[src/verilog/hwrt_pkg.sv]
// hwrt_pkg.sv: shared constants and types of the halt/wake/reset/tick block
// assumes: registers sit at word index * 4 on a 32-bit apb bus
`default_nettype none
package hwrt_pkg;
  // register word indices; byte address is index * 4
  localparam logic [5:0] IDX_TICK_CTRL = 6'h09;
  localparam logic [5:0] IDX_STATUS = 6'h0a;
  localparam logic [5:0] IDX_IRQ_CTRL0 = 6'h0b;
  localparam logic [5:0] IDX_PORT_A = 6'h12;
  // field positions
  localparam int TC_SAVE_BIT = 4;
  localparam int IC0_MASTER_BIT = 0;
  localparam int IC0_TICK_EN_BIT = 3;
  localparam int IC0_TICK_FLAG_BIT = 6;
  localparam int ST_PD_BIT = 4;
  localparam int ST_TO_BIT = 5;
  // reset values
  localparam logic [4:0] TC_RST = 5'h07;
  localparam logic [6:0] IC0_RST = 7'h00;
  localparam logic [7:0] PORT_A_RST = 8'hff;
  localparam logic [7:0] PA_PREV_RST = 8'hff;
  // tick divider: select code 0 divides by 2^8, code 7 by 2^15
  localparam int TICK_DIV_BASE = 8;
  localparam int TICK_DIV_W = 15;
  localparam logic [11:0] TICK_VECTOR = 12'h00c;
  // start-up timer length in system clock periods
  localparam int SST_CYCLES = 1024;
  localparam int SST_W = 10;
  typedef enum logic [1:0] {HWRT_RUN, HWRT_HALT, HWRT_SST} hwrt_state_t;
endpackage : hwrt_pkg
`default_nettype wire

[src/verilog/hwrt_top.sv]
// hwrt_top.sv: halt control, wake-up sequencing, reset cause and tick
// assumes: core gives one-cycle instruction pulses, pins are synchronous
// Overview of operation
// [RL1] tick period chosen by tick_control bits 2..0
// [RL2] tick time-out sets tick_irq_flag, bit 6
// [RL3] enabled tick with room calls vector 0CH
// [RL4] tick pulse offered to timer as clock
// [RL5] halt stops system oscillator, slow ones run
// [RL6] halt keeps memory, registers and ports
// [RL7] halt entry clears watchdog when osc-clocked
// [RL8] halt sets powerdown flag, clears timeout flag
// [RL9] halt ends on reset, irq, port, watchdog
// [RL10] watchdog in halt: timeout flag, warm reset
// [RL11] powerdown flag cleared at power-up, watchdog clear
// [RL12] per-bit build option for port wake
// [RL13] port wake resumes at next instruction
// [RL14] irq wake: vector only if enabled, room
// [RL15] flag set before halt cannot wake
// [RL16] wake waits 1024 clocks, irq one more
// [RL17] power-up also waits 1024 clocks
// [RL18] timeout and powerdown flags encode reset cause
// [RL19] chip reset clears counters, disables interrupts
// [RL20] non-warm reset loads tick_control and port
// [RL21] watchdog in run: chip reset, timeout set
// [RL22] irq flag holds until serviced or cleared
// [RL23] save bit selects fast or low power; bit 4 is only stored here, no output uses it
// [RL24] core held while start-up delay runs
`timescale 1ns/100ps
`default_nettype none
module hwrt_top
  import hwrt_pkg::*;
#(
  parameter logic [7:0] PA_WAKE_EN = 8'hff
) (
  input wire logic pclk,
  input wire logic presetn,
  input wire logic psel,
  input wire logic penable,
  input wire logic pwrite,
  input wire logic [7:0] paddr,
  input wire logic [31:0] pwdata,
  output logic [31:0] prdata,
  output logic pready,
  output logic pslverr,
  input wire logic halt_instr,
  input wire logic watchdog_clear_instr,
  input wire logic ext_reset_pin_n,
  input wire logic watchdog_ovf,
  input wire logic wdt_on_osc,
  input wire logic fs_pulse,
  input wire logic stack_full,
  input wire logic [2:0] ext_irq_flags,
  input wire logic [2:0] ext_irq_en,
  input wire logic [7:0] port_a_pin,
  output logic sys_osc_en,
  output logic cpu_hold,
  output logic chip_reset,
  output logic warm_reset,
  output logic watchdog_clear,
  output logic tick_pulse,
  output logic tick_call,
  output logic [11:0] tick_vector,
  output logic resume_next,
  output logic resume_irq,
  output logic [7:0] port_a_reg,
  output logic timeout_flag,
  output logic powerdown_flag
);
  hwrt_state_t st;
  logic [5:0] tc_r;
  logic [6:0] ic0_r;
  logic [7:0] port_a_r;
  logic [7:0] pa_prev_r;
  logic [7:0] pa_fall;
  logic [3:0] entry_mask_r;
  logic [3:0] irq_src;
  logic [3:0] irq_en_vec;
  logic [3:0] wake_vec;
  logic [31:0] rd_nxt;
  logic [31:0] prdata_r;
  logic to_r;
  logic pd_r;
  logic ext_rst;
  logic chip_rst_now;
  logic warm_now;
  logic halt_go;
  logic wake_any;
  logic irq_serve;
  logic sst_start;
  logic sst_busy;
  logic sst_done;
  logic wake_next_r;
  logic wake_irq_r;
  logic resume_next_r;
  logic irq_dly_r;
  logic resume_irq_r;
  logic chip_reset_r;
  logic warm_reset_r;
  logic wdt_clr_r;
  logic tick_call_r;
  logic wr_acc;

  // true when the byte address hits the given word index
  function automatic logic hwrt_idx_hit(input logic [7:0] a, input logic [5:0] idx);
    hwrt_idx_hit = (a == {idx, 2'b00});
  endfunction : hwrt_idx_hit

  function automatic logic hwrt_mapped(input logic [7:0] a);
    hwrt_mapped = hwrt_idx_hit(a, IDX_TICK_CTRL) || hwrt_idx_hit(a, IDX_STATUS) ||
      hwrt_idx_hit(a, IDX_IRQ_CTRL0) || hwrt_idx_hit(a, IDX_PORT_A);
  endfunction : hwrt_mapped

  // event decode; the reset pin outranks a watchdog overflow
  assign ext_rst = !ext_reset_pin_n;
  assign chip_rst_now = ext_rst || (watchdog_ovf && st != HWRT_HALT); // [RL21]
  assign warm_now = watchdog_ovf && st == HWRT_HALT && !ext_rst; // [RL10]
  assign halt_go = st == HWRT_RUN && halt_instr && !ext_rst && !watchdog_ovf;

  // interrupt sources: {timer, time base, external, tick}
  assign irq_src = {ext_irq_flags, ic0_r[IC0_TICK_FLAG_BIT]};
  assign irq_en_vec = {ext_irq_en, ic0_r[IC0_TICK_EN_BIT]};
  assign wake_vec = irq_src & ~entry_mask_r; // [RL15]
  assign irq_serve = ic0_r[IC0_MASTER_BIT] && !stack_full &&
    |(wake_vec & irq_en_vec); // [RL14]

  // per-pin falling edge, each gated by its build option
  for (genvar i = 0; i < 8; i++) begin : g_pa_wake
    assign pa_fall[i] = PA_WAKE_EN[i] && pa_prev_r[i] && !port_a_pin[i]; // [RL12]
  end

  assign wake_any = st == HWRT_HALT && (|wake_vec || |pa_fall) &&
    !ext_rst && !watchdog_ovf; // [RL9]
  assign sst_start = ext_rst || watchdog_ovf || wake_any; // [RL16]

  // sampled pin levels for edge detection
  always_ff @(posedge pclk or negedge presetn) begin
    if (!presetn) begin
      pa_prev_r <= PA_PREV_RST;
    end else begin
      pa_prev_r <= port_a_pin;
    end
  end

  // pending flags at halt entry are frozen out of the wake decision
  always_ff @(posedge pclk or negedge presetn) begin
    if (!presetn) begin
      entry_mask_r <= 4'h0;
    end else if (halt_go) begin
      entry_mask_r <= irq_src; // [RL15]
    end
  end

  // main sequence; any reset source restarts the start-up delay
  always_ff @(posedge pclk or negedge presetn) begin
    if (!presetn) begin
      st <= HWRT_SST; // [RL17]
    end else if (sst_start) begin
      st <= HWRT_SST; // [RL9]
    end else begin
      unique case (st)
        HWRT_RUN: begin
          if (halt_go) begin
            st <= HWRT_HALT; // [RL5]
          end
        end
        HWRT_HALT: begin
          st <= HWRT_HALT; // [RL6]
        end
        HWRT_SST: begin
          if (sst_done) begin
            st <= HWRT_RUN;
          end
        end
      endcase
    end
  end

  // remember how the wake ended: next instruction or vectoring
  always_ff @(posedge pclk or negedge presetn) begin
    if (!presetn) begin
      wake_next_r <= 1'b0;
      wake_irq_r <= 1'b0;
    end else if (ext_rst || watchdog_ovf) begin
      wake_next_r <= 1'b0;
      wake_irq_r <= 1'b0;
    end else if (wake_any) begin
      wake_irq_r <= |wake_vec && irq_serve; // [RL14]
      wake_next_r <= !(|wake_vec && irq_serve); // [RL13]
    end else if (sst_done) begin
      wake_next_r <= 1'b0;
      wake_irq_r <= 1'b0;
    end
  end

  // irq wake costs one cycle beyond the dummy period
  always_ff @(posedge pclk or negedge presetn) begin
    if (!presetn) begin
      resume_next_r <= 1'b0;
      irq_dly_r <= 1'b0;
      resume_irq_r <= 1'b0;
    end else begin
      resume_next_r <= sst_done && wake_next_r; // [RL13]
      irq_dly_r <= sst_done && wake_irq_r; // [RL16]
      resume_irq_r <= irq_dly_r;
    end
  end

  // reset cause flags; set events take priority over the clear
  always_ff @(posedge pclk or negedge presetn) begin
    if (!presetn) begin
      to_r <= 1'b0; // [RL18]
      pd_r <= 1'b0; // [RL11]
    end else if (halt_go) begin
      to_r <= 1'b0; // [RL8]
      pd_r <= 1'b1;
    end else if (st == HWRT_HALT && ext_rst) begin
      to_r <= 1'b0; // [RL18]
    end else if (watchdog_ovf && !ext_rst) begin
      to_r <= 1'b1; // [RL21]
    end else if (watchdog_clear_instr && st == HWRT_RUN) begin
      pd_r <= 1'b0; // [RL11]
    end
  end

  // strobes to the core, watchdog and counters, one cycle each except while the reset pin is held low
  always_ff @(posedge pclk or negedge presetn) begin
    if (!presetn) begin
      chip_reset_r <= 1'b0;
      warm_reset_r <= 1'b0;
      wdt_clr_r <= 1'b0;
    end else begin
      chip_reset_r <= chip_rst_now; // [RL19]
      warm_reset_r <= warm_now; // [RL10]
      wdt_clr_r <= (halt_go && wdt_on_osc) || chip_rst_now; // [RL7]
    end
  end

  // tick_control; warm reset leaves it alone, chip reset loads bits 4..0 with the save bit, bit 5 only on power-on
  always_ff @(posedge pclk or negedge presetn) begin
    if (!presetn) begin
      tc_r <= {1'b0, TC_RST}; // [RL23]
    end else if (chip_rst_now) begin
      tc_r[4:0] <= TC_RST; // [RL20]
    end else if (wr_acc && hwrt_idx_hit(paddr, IDX_TICK_CTRL)) begin
      tc_r <= pwdata[5:0];
    end
  end

  // port latch; a warm reset must not glitch the pins
  always_ff @(posedge pclk or negedge presetn) begin
    if (!presetn) begin
      port_a_r <= PORT_A_RST;
    end else if (chip_rst_now) begin
      port_a_r <= PORT_A_RST; // [RL20]
    end else if (wr_acc && hwrt_idx_hit(paddr, IDX_PORT_A)) begin
      port_a_r <= pwdata[7:0];
    end
  end

  // irq_control_0; the tick set is applied last so it wins a clear
  always_ff @(posedge pclk or negedge presetn) begin
    if (!presetn) begin
      ic0_r <= IC0_RST;
    end else if (chip_rst_now) begin
      ic0_r <= IC0_RST; // [RL19]
    end else begin
      if (wr_acc && hwrt_idx_hit(paddr, IDX_IRQ_CTRL0)) begin
        ic0_r <= pwdata[6:0];
      end
      if (tick_call_r) begin
        ic0_r[IC0_TICK_FLAG_BIT] <= 1'b0; // [RL22]
      end
      if (tick_pulse) begin
        ic0_r[IC0_TICK_FLAG_BIT] <= 1'b1; // [RL2]
      end
    end
  end

  // tick call waits out the wake delay and never repeats back to back
  always_ff @(posedge pclk or negedge presetn) begin
    if (!presetn) begin
      tick_call_r <= 1'b0;
    end else begin
      tick_call_r <= st == HWRT_RUN && !irq_dly_r && !tick_call_r && !chip_rst_now &&
        ic0_r[IC0_MASTER_BIT] && ic0_r[IC0_TICK_EN_BIT] &&
        ic0_r[IC0_TICK_FLAG_BIT] && !stack_full; // [RL3]
    end
  end

  hwrt_tick_div u_div (
    .pclk(pclk),
    .presetn(presetn),
    .clr(chip_rst_now),
    .fs_pulse(fs_pulse),
    .sel(tc_r[2:0]),
    .tick_pulse(tick_pulse)
  );

  hwrt_sst u_sst (
    .pclk(pclk),
    .presetn(presetn),
    .start(sst_start),
    .busy(sst_busy),
    .done(sst_done)
  );

  // apb read data is captured in setup so the access phase needs no wait
  always_comb begin
    rd_nxt = 32'h0000_0000;
    case (paddr[7:2])
      IDX_TICK_CTRL: rd_nxt[5:0] = tc_r;
      IDX_STATUS: begin
        rd_nxt[ST_TO_BIT] = to_r;
        rd_nxt[ST_PD_BIT] = pd_r;
      end
      IDX_IRQ_CTRL0: rd_nxt[6:0] = ic0_r;
      IDX_PORT_A: rd_nxt[7:0] = port_a_r;
      default: rd_nxt = 32'h0000_0000;
    endcase
    if (paddr[1:0] != 2'b00) begin
      rd_nxt = 32'h0000_0000;
    end
  end

  always_ff @(posedge pclk or negedge presetn) begin
    if (!presetn) begin
      prdata_r <= 32'h0000_0000;
    end else if (psel && !penable) begin
      prdata_r <= rd_nxt;
    end
  end

  assign wr_acc = psel && penable && pwrite;
  assign pready = 1'b1;
  assign pslverr = psel && penable && !hwrt_mapped(paddr);
  assign prdata = prdata_r;

  // outputs; sys_osc_en and cpu_hold decode the state flip-flop, cpu_hold also irq_dly_r
  assign sys_osc_en = st != HWRT_HALT; // [RL5]
  assign cpu_hold = st != HWRT_RUN || irq_dly_r; // [RL24]
  assign chip_reset = chip_reset_r;
  assign warm_reset = warm_reset_r;
  assign watchdog_clear = wdt_clr_r;
  assign tick_call = tick_call_r;
  assign tick_vector = TICK_VECTOR; // [RL3]
  assign resume_next = resume_next_r;
  assign resume_irq = resume_irq_r;
  assign port_a_reg = port_a_r; // [RL6]
  assign timeout_flag = to_r;
  assign powerdown_flag = pd_r;
endmodule : hwrt_top
`default_nettype wire

[src/verilog/hwrt_tick_div.sv]
// hwrt_tick_div.sv: clock tick divider, 2^8 .. 2^15 of the selected clock
// assumes: fs_pulse is a one-cycle pulse per selected-clock period
`timescale 1ns/100ps
`default_nettype none
module hwrt_tick_div
  import hwrt_pkg::*;
(
  input wire logic pclk,
  input wire logic presetn,
  input wire logic clr,
  input wire logic fs_pulse,
  input wire logic [2:0] sel,
  output logic tick_pulse
);
  logic [TICK_DIV_W-1:0] cnt_r;
  logic [TICK_DIV_W-1:0] m;
  logic hit;
  logic tick_r;

  // low-order ones mask for the chosen power of two
  function automatic logic [TICK_DIV_W-1:0] hwrt_mask(input logic [2:0] s);
    hwrt_mask = TICK_DIV_W'((32'd1 << (32'(s) + TICK_DIV_BASE)) - 32'd1);
  endfunction : hwrt_mask

  assign m = hwrt_mask(sel);
  assign hit = fs_pulse && ((cnt_r & m) == m); // [RL1]

  // free-running count; a select change mid-period can shorten or stretch one period
  always_ff @(posedge pclk or negedge presetn) begin
    if (!presetn) begin
      cnt_r <= '0;
    end else if (clr) begin
      cnt_r <= '0; // [RL19]
    end else if (fs_pulse) begin
      cnt_r <= cnt_r + 1'b1;
    end
  end

  always_ff @(posedge pclk or negedge presetn) begin
    if (!presetn) begin
      tick_r <= 1'b0;
    end else begin
      tick_r <= hit && !clr;
    end
  end
  assign tick_pulse = tick_r;
endmodule : hwrt_tick_div
`default_nettype wire

[src/verilog/hwrt_sst.sv]
// hwrt_sst.sv: start-up timer, holds 1024 system clocks after start
// assumes: start may last several cycles, each one restarts the count; timer also runs out of power-up
`timescale 1ns/100ps
`default_nettype none
module hwrt_sst
  import hwrt_pkg::*;
(
  input wire logic pclk,
  input wire logic presetn,
  input wire logic start,
  output logic busy,
  output logic done
);
  logic [SST_W-1:0] cnt_r;
  logic busy_r;
  logic done_r;

  // busy comes out of reset set so power-up gets the same delay
  always_ff @(posedge pclk or negedge presetn) begin
    if (!presetn) begin
      cnt_r <= '0;
      busy_r <= 1'b1; // [RL17]
      done_r <= 1'b0;
    end else if (start) begin
      cnt_r <= '0; // [RL16]
      busy_r <= 1'b1;
      done_r <= 1'b0;
    end else if (busy_r && cnt_r == SST_W'(SST_CYCLES - 1)) begin
      busy_r <= 1'b0;
      done_r <= 1'b1;
    end else begin
      cnt_r <= busy_r ? cnt_r + 1'b1 : cnt_r;
      done_r <= 1'b0;
    end
  end
  assign busy = busy_r;
  assign done = done_r;
endmodule : hwrt_sst
`default_nettype wire

[config.mk]
export PLATFORM = sky130hd
export DESIGN_NAME = hwrt_top
export DESIGN_NICKNAME = d
export VERILOG_FILES = /design/src/verilog/hwrt_pkg.sv /design/src/verilog/hwrt_top.sv /design/src/verilog/hwrt_tick_div.sv /design/src/verilog/hwrt_sst.sv
export SDC_FILE = /design/constraint.sdc
export NUM_CORES = 1
export LEC_CHECK = 0
export BUFFER_PORTS_ARGS = -buffer_cell sky130_fd_sc_hd__buf_2
export CORE_MARGIN = 1.5
export CORE_UTILIZATION = 30
export DETAILED_ROUTE_END_ITERATION = 6
export PLACE_DENSITY = 0.53
export SYNTH_ARGS = -nofsm -noshare
export SYNTH_HDL_FRONTEND = slang
export SYNTH_SLANG_ARGS = --single-unit
[constraint.sdc]
create_clock -name pclk -period 3.2 [get_ports pclk]
set_input_delay 0.64 -clock pclk [delete_from_list [all_inputs] [get_ports pclk]]
set_output_delay 0.64 -clock pclk [all_outputs]
set_load 0.01 [all_outputs]
# After elaboration in Yosys (flattened, before gate mapping)
# Index checks and enable logic that the tools add are counted.
# Widths: inputs -> output; s select.
[totals] output_inout_bits=65 word_cells=180 reg_bits=106
[classes] reduce_logical=89 bitwise_logic=5 n_shift=1 n_eq_ne=18 muxes=38 addsub=4
[ops] operator="$logic_and 1x1->1" n=43
[ops] operator="$shl 1x32->15 const A" n=1
[ops] operator="$mux 10" n=3
[ops] operator="$mux 15" n=2
[ops] operator="$eq 8x6->1 const B" n=3
[ops] operator="$mux 8" n=3
[ops] operator="$mux 1" n=19
[ops] operator="$eq 6x4->1 const B" n=3
[ops] operator="$reduce_bool 2->1" n=9
[ops] operator="$logic_not 1->1" n=17
[ops] operator="$add 15x1->15 const B" n=1
[ops] operator="$and 15x15->15" n=1
[ops] operator="$eq 15x15->1" n=1
[ops] operator="$sub 15x1->15 const B" n=1
[ops] operator="$mux 7" n=2
[ops] operator="$pmux 4 s3" n=1
[ops] operator="$add 10x1->10 const B" n=1
[ops] operator="$eq 10x10->1 const B" n=1
[ops] operator="$mux 5" n=2
[ops] operator="$logic_or 1x1->1" n=9
[ops] operator="$and 4x4->4" n=2
[ops] operator="$eq 8x7->1 const B" n=1
[ops] operator="$pmux 2 s4" n=1
[ops] operator="$reduce_or 4->1" n=2
[ops] operator="other kinds (19)" n=26

# Longest topological paths before layout
[depth] depth_word=10 depth_mapped=7 depth_no_buf=6

# By module
# From an unflattened synthesis, not the netlist that was laid out.
[hier_totals] hier_cells=423 area_unflattened_um2=4367.9
[modules_own_cells] module="hwrt_top" n_inst=1 area_per_inst_um2=2825.2 cells_each=264
[modules_own_cells] module="hwrt_tick_div" n_inst=1 area_per_inst_um2=910.9 cells_each=100
[modules_own_cells] module="hwrt_sst" n_inst=1 area_per_inst_um2=631.9 cells_each=59

# Least setup slack after synthesis
# Ideal clock, no wire load.
[synth_timing] path_kind="in2reg" from="in paddr[2]" to="reg port_a_r[0] (netlist: port_a_reg[0])" arrival_ns=2.220 path_stages=5 setup_ns=0.080 setup_slack_ns=0.900 t_required_ns=3.120 cell_sequence="or4b_4 > or3b_1 > or3_1 > buf_2 > o22a_1"
[synth_via] elab_chain_len=3
[synth_rtl] element="start: declaration" line="hwrt_top.sv:40" source="input wire logic [7:0] paddr,"
[synth_rtl] element="$eq 8x7->1" line="hwrt_top.sv:105" source="hwrt_idx_hit = (a == {idx, 2'b00});"
[synth_rtl] element="$logic_and 1x1->1" line="hwrt_top.sv:255" source="end else if (wr_acc && hwrt_idx_hit(paddr, IDX_PORT_A)) begin"
[synth_rtl] element="$reduce_bool 2->1 (no line)"
[synth_rtl] element="end signal: assignment" line="hwrt_top.sv:256" source="port_a_r <= pwdata[7:0];"
[synth_rtl] element="end: declaration" line="hwrt_top.sv:72" source="logic [7:0] port_a_r;"
# No other way between the ends.
# A chain may end at the register's enable or synchronous reset.

# Worst setup path in the final report
[layout_timing] from="in paddr[3]" to="reg port_a_r[1] (netlist: port_a_reg[1])"
# The elaborated chain is that of the path after synthesis.

==> metrics.txt <==
Antenna Cells 0; PwrDens 476 mW/mm2; routed len/inst ~14 um; cts hold-fix bufs 0; global-route wire length before repair ~15000 um; Synth cell types a little under 60; CP max-delay cell or4b_4; max incr delay on CP roughly 0.53 ns; clk sinks 82; sequential share of power 0.457; Post-CTS Resized 0; initial antenna violation count 0; TritonCTS clock tree yes; die area between 0.01 and 0.015 mm2; Final min period ~2.3 ns; measured slew at the worst slew-check pin 0.991 ns; Global Route Usage Sum 0.138; Post-Syn Area ~0.0041 mm2; fill count approximately 1400; commonest non-fill, non-tap cells in the layout buf_2 (68), dfrtp_1 (61), conb_1 (37); Initial Util 0.309; Worst setup startpoint paddr[3]; Worst R2R Path Depth 7; Max FO, Critical Path 14; Worst Setup EP port_a_reg[1]$_DFFE_PN1P_; Layout Area Growth over Synthesis 18.2%; setup_tns 0 ns; r2r startpoint st[0]$_DFFE_PN0P_; Pleak between 2 and 2.5 nW; top_reg_cell synth dfrtp_1; max_cap viols 0; final wirelength roughly 9000 um; RSZ-0062 raised after global routing no; # Post-CTS Setup Buffers 0; initial detailed-routing violation count about 150; pin count of the biggest net entering global routing 80; Placer Congestion roughly 0.74; Clock Power Share 0.483; H-tree levels 3; final worst slack between 0.8 and 0.9 ns; YS warnings 0; First-pass DRT Iterations 4; endpoints failing setup 0; crit path kind in2reg; Post-synth EDFFs 0; dpl cell area between 0.004 and 0.005 mm2; worst-path cell chain buf_2 > or4b_4 > or3b_1 > or3_1 > o22a_1; nets@finish 530; # DRC 0; Post-synth ARST share 1.00; Worst Skew 0.00794 ns; Post-Synthesis Cells roughly 390; WP data required approximately 3.5 ns; Buffers on Ports 69; final hold violation count 0; crit-path leading delay family simple AND/OR/NAND/NOR gates; CP arrival 2.62 ns; number of global-route vias before repair about 3100; layout cell share with drive strength beyond 1 0.257; Post-DRT Antenna Nets 0; Top reg by flops u_div.cnt_r; root buf cell clkbuf_16; vias per cell between 4 and 5; post-route cell area a little under 0.005 mm2; most common cell after layout, fill and taps aside buf_2; Max VDD drop roughly 0.29 mV; R2R Setup Slk 0.95 ns; core outline area approximately 0.013 mm2; Sw Pwr ~0.51 mW; Gate power share 0.061; register bit count reported by yosys a little over 80; row cnt 42; worst path bufs/invs 1; Inserted Clock Buffers 9; Regs by FF count u_div.cnt_r x15, u_sst.cnt_r x10; worst r2r dst tc_r[2]$_DFFE_PN1P_; worst skew pair latency between 0.3 and 0.4 ns; clock slew at reported path FFs ~0.06 ns; P_int roughly 1.8 mW; Die H about 120 um; GR Overflow Total 0; sequential share of the synthesized area 0.506; Hold WC Path Type reg2reg; Rel. slew slack 0.339; Slew Viols, Final 0; Max clock buf depth 2; Die X 120 um; Worst setup EP type flop; Ports between 100 and 150; switch share 0.221; max reg flops 15; Fmax achieved around 430 MHz; startpoint type of the worst setup path input port; crit share post-route 0.733; Setup WS pre-CTS approximately 0.47 ns; outcome complete, no violations; DP HPWL 6780 um; Critical Path Stages 5; via count between 3000 and 4000; synthesized area per cell roughly 11 um2
-- kinds of logic after synthesis --
| logic type | Yosys count | share of synthesized area |
|---|---|---|
| AOI/OAI and AO/OA | 77 | 0.137 |
| xor gates and xnor gates | 12 | 0.0256 |
| adders and majority gates | 2 | 0.00609 |
| buffers and inverters | 55 | 0.0844 |
| DFF | 82 | 0.506 |
| muxes | 22 | 0.0551 |
| other | 2 | 0.00183 |
| and+or+nand+nor | 136 | 0.184 |
-- routing by layer --
layer	vias to the layer above	track usage	share of wire
met1	1479	0.179	0.47
met2	57	0.218	0.48
met3	10	0.0394	0.043
met4	0	0.0513	0.013
met5	-	0	0
li1	1489	-	-
-- power groups by stage --
stage	registers, mW	logic, mW	clock network, mW
floorplan	1.07	0.0993	0
global placement	1.07	0.141	0
detailed placement	1.07	0.143	0
CTS	1.05	0.143	1.14
global route	1.05	0.160	1.19
finish	1.05	0.140	1.12
-- how the worst min path moves through the flow --
stage	start	to	slack, ns	cells after the start
after floorplan	presetn	chip_reset$_DFF_PN0_	0.34	0
after global placement	irq_dly_r$_DFF_PN0_	resume_irq$_DFF_PN0_	0.36	0
after detailed placement	irq_dly_r$_DFF_PN0_	resume_irq$_DFF_PN0_	0.36	0
after CTS	irq_dly_r$_DFF_PN0_	resume_irq$_DFF_PN0_	0.38	0
after global routing	port_a_pin[0]	pa_prev_r[0]$_DFF_PN1_	0.39	1
final	irq_dly_r$_DFF_PN0_	resume_irq$_DFF_PN0_	0.38	0
-- cells in the mapped netlist (all sizes together), types with 2 or more instances --
master,count,area (um2)
dfrtp,61,1530
buf,41,294
nor2,26,97.6
nand2,24,90.1
dfstp,21,552
mux2i,17,170
o21ai,17,85.1
nor2b,16,100
o22a,13,114
or3,10,62.6
and3,8,50.1
inv,8,30.0
xor2,8,70.1
a21oi,7,35.0
nand4,7,43.8
nor3,7,35.0
clkbuf,6,22.5
nand3,6,30.0
o31ai,6,45.0
and4,5,43.8
mux2,5,56.3
nor4,5,31.3
a2111oi,4,35.0
a22o,4,35.0
a2bb2oi,4,35.0
and3b,4,35.0
xnor2,4,35.0
a211oi,3,22.5
and2,3,18.8
nand2b,3,18.8
nor3b,3,22.5
o211ai,3,22.5
or4,3,22.5
a21boi,2,18.8
a22oi,2,15.0
conb,2,7.51
ha,2,25.0
nand3b,2,15.0
-- area by class of cell --
type	instances	area (um2)	share of cell area
Sequential cell	82	2080	0.428
Multi-Input combinational cell	286	1810	0.373
Timing Repair Buffer	75	393	0.0809
Clock buffer	11	243	0.0500
Tap cell	176	220	0.0454
Clock inverter	5	77.6	0.0160
Inverter	8	30.0	0.00619
-- stage by stage --
step / instances / total power, mW / utilization / hold slack [ns]
finish: 643 / 2.31 / 0.365 / 0.377
global route: 643 / 2.41 / 0.365 / 0.389
CTS: 643 / 2.34 / 0.365 / 0.378
detailed placement: 627 / 1.22 / 0.341 / 0.362
global placement: 627 / 1.21 / 0.341 / 0.359
floorplan: 423 / 1.17 / - / 0.344
No activity file was read; power rests on OpenSTA's default activity.
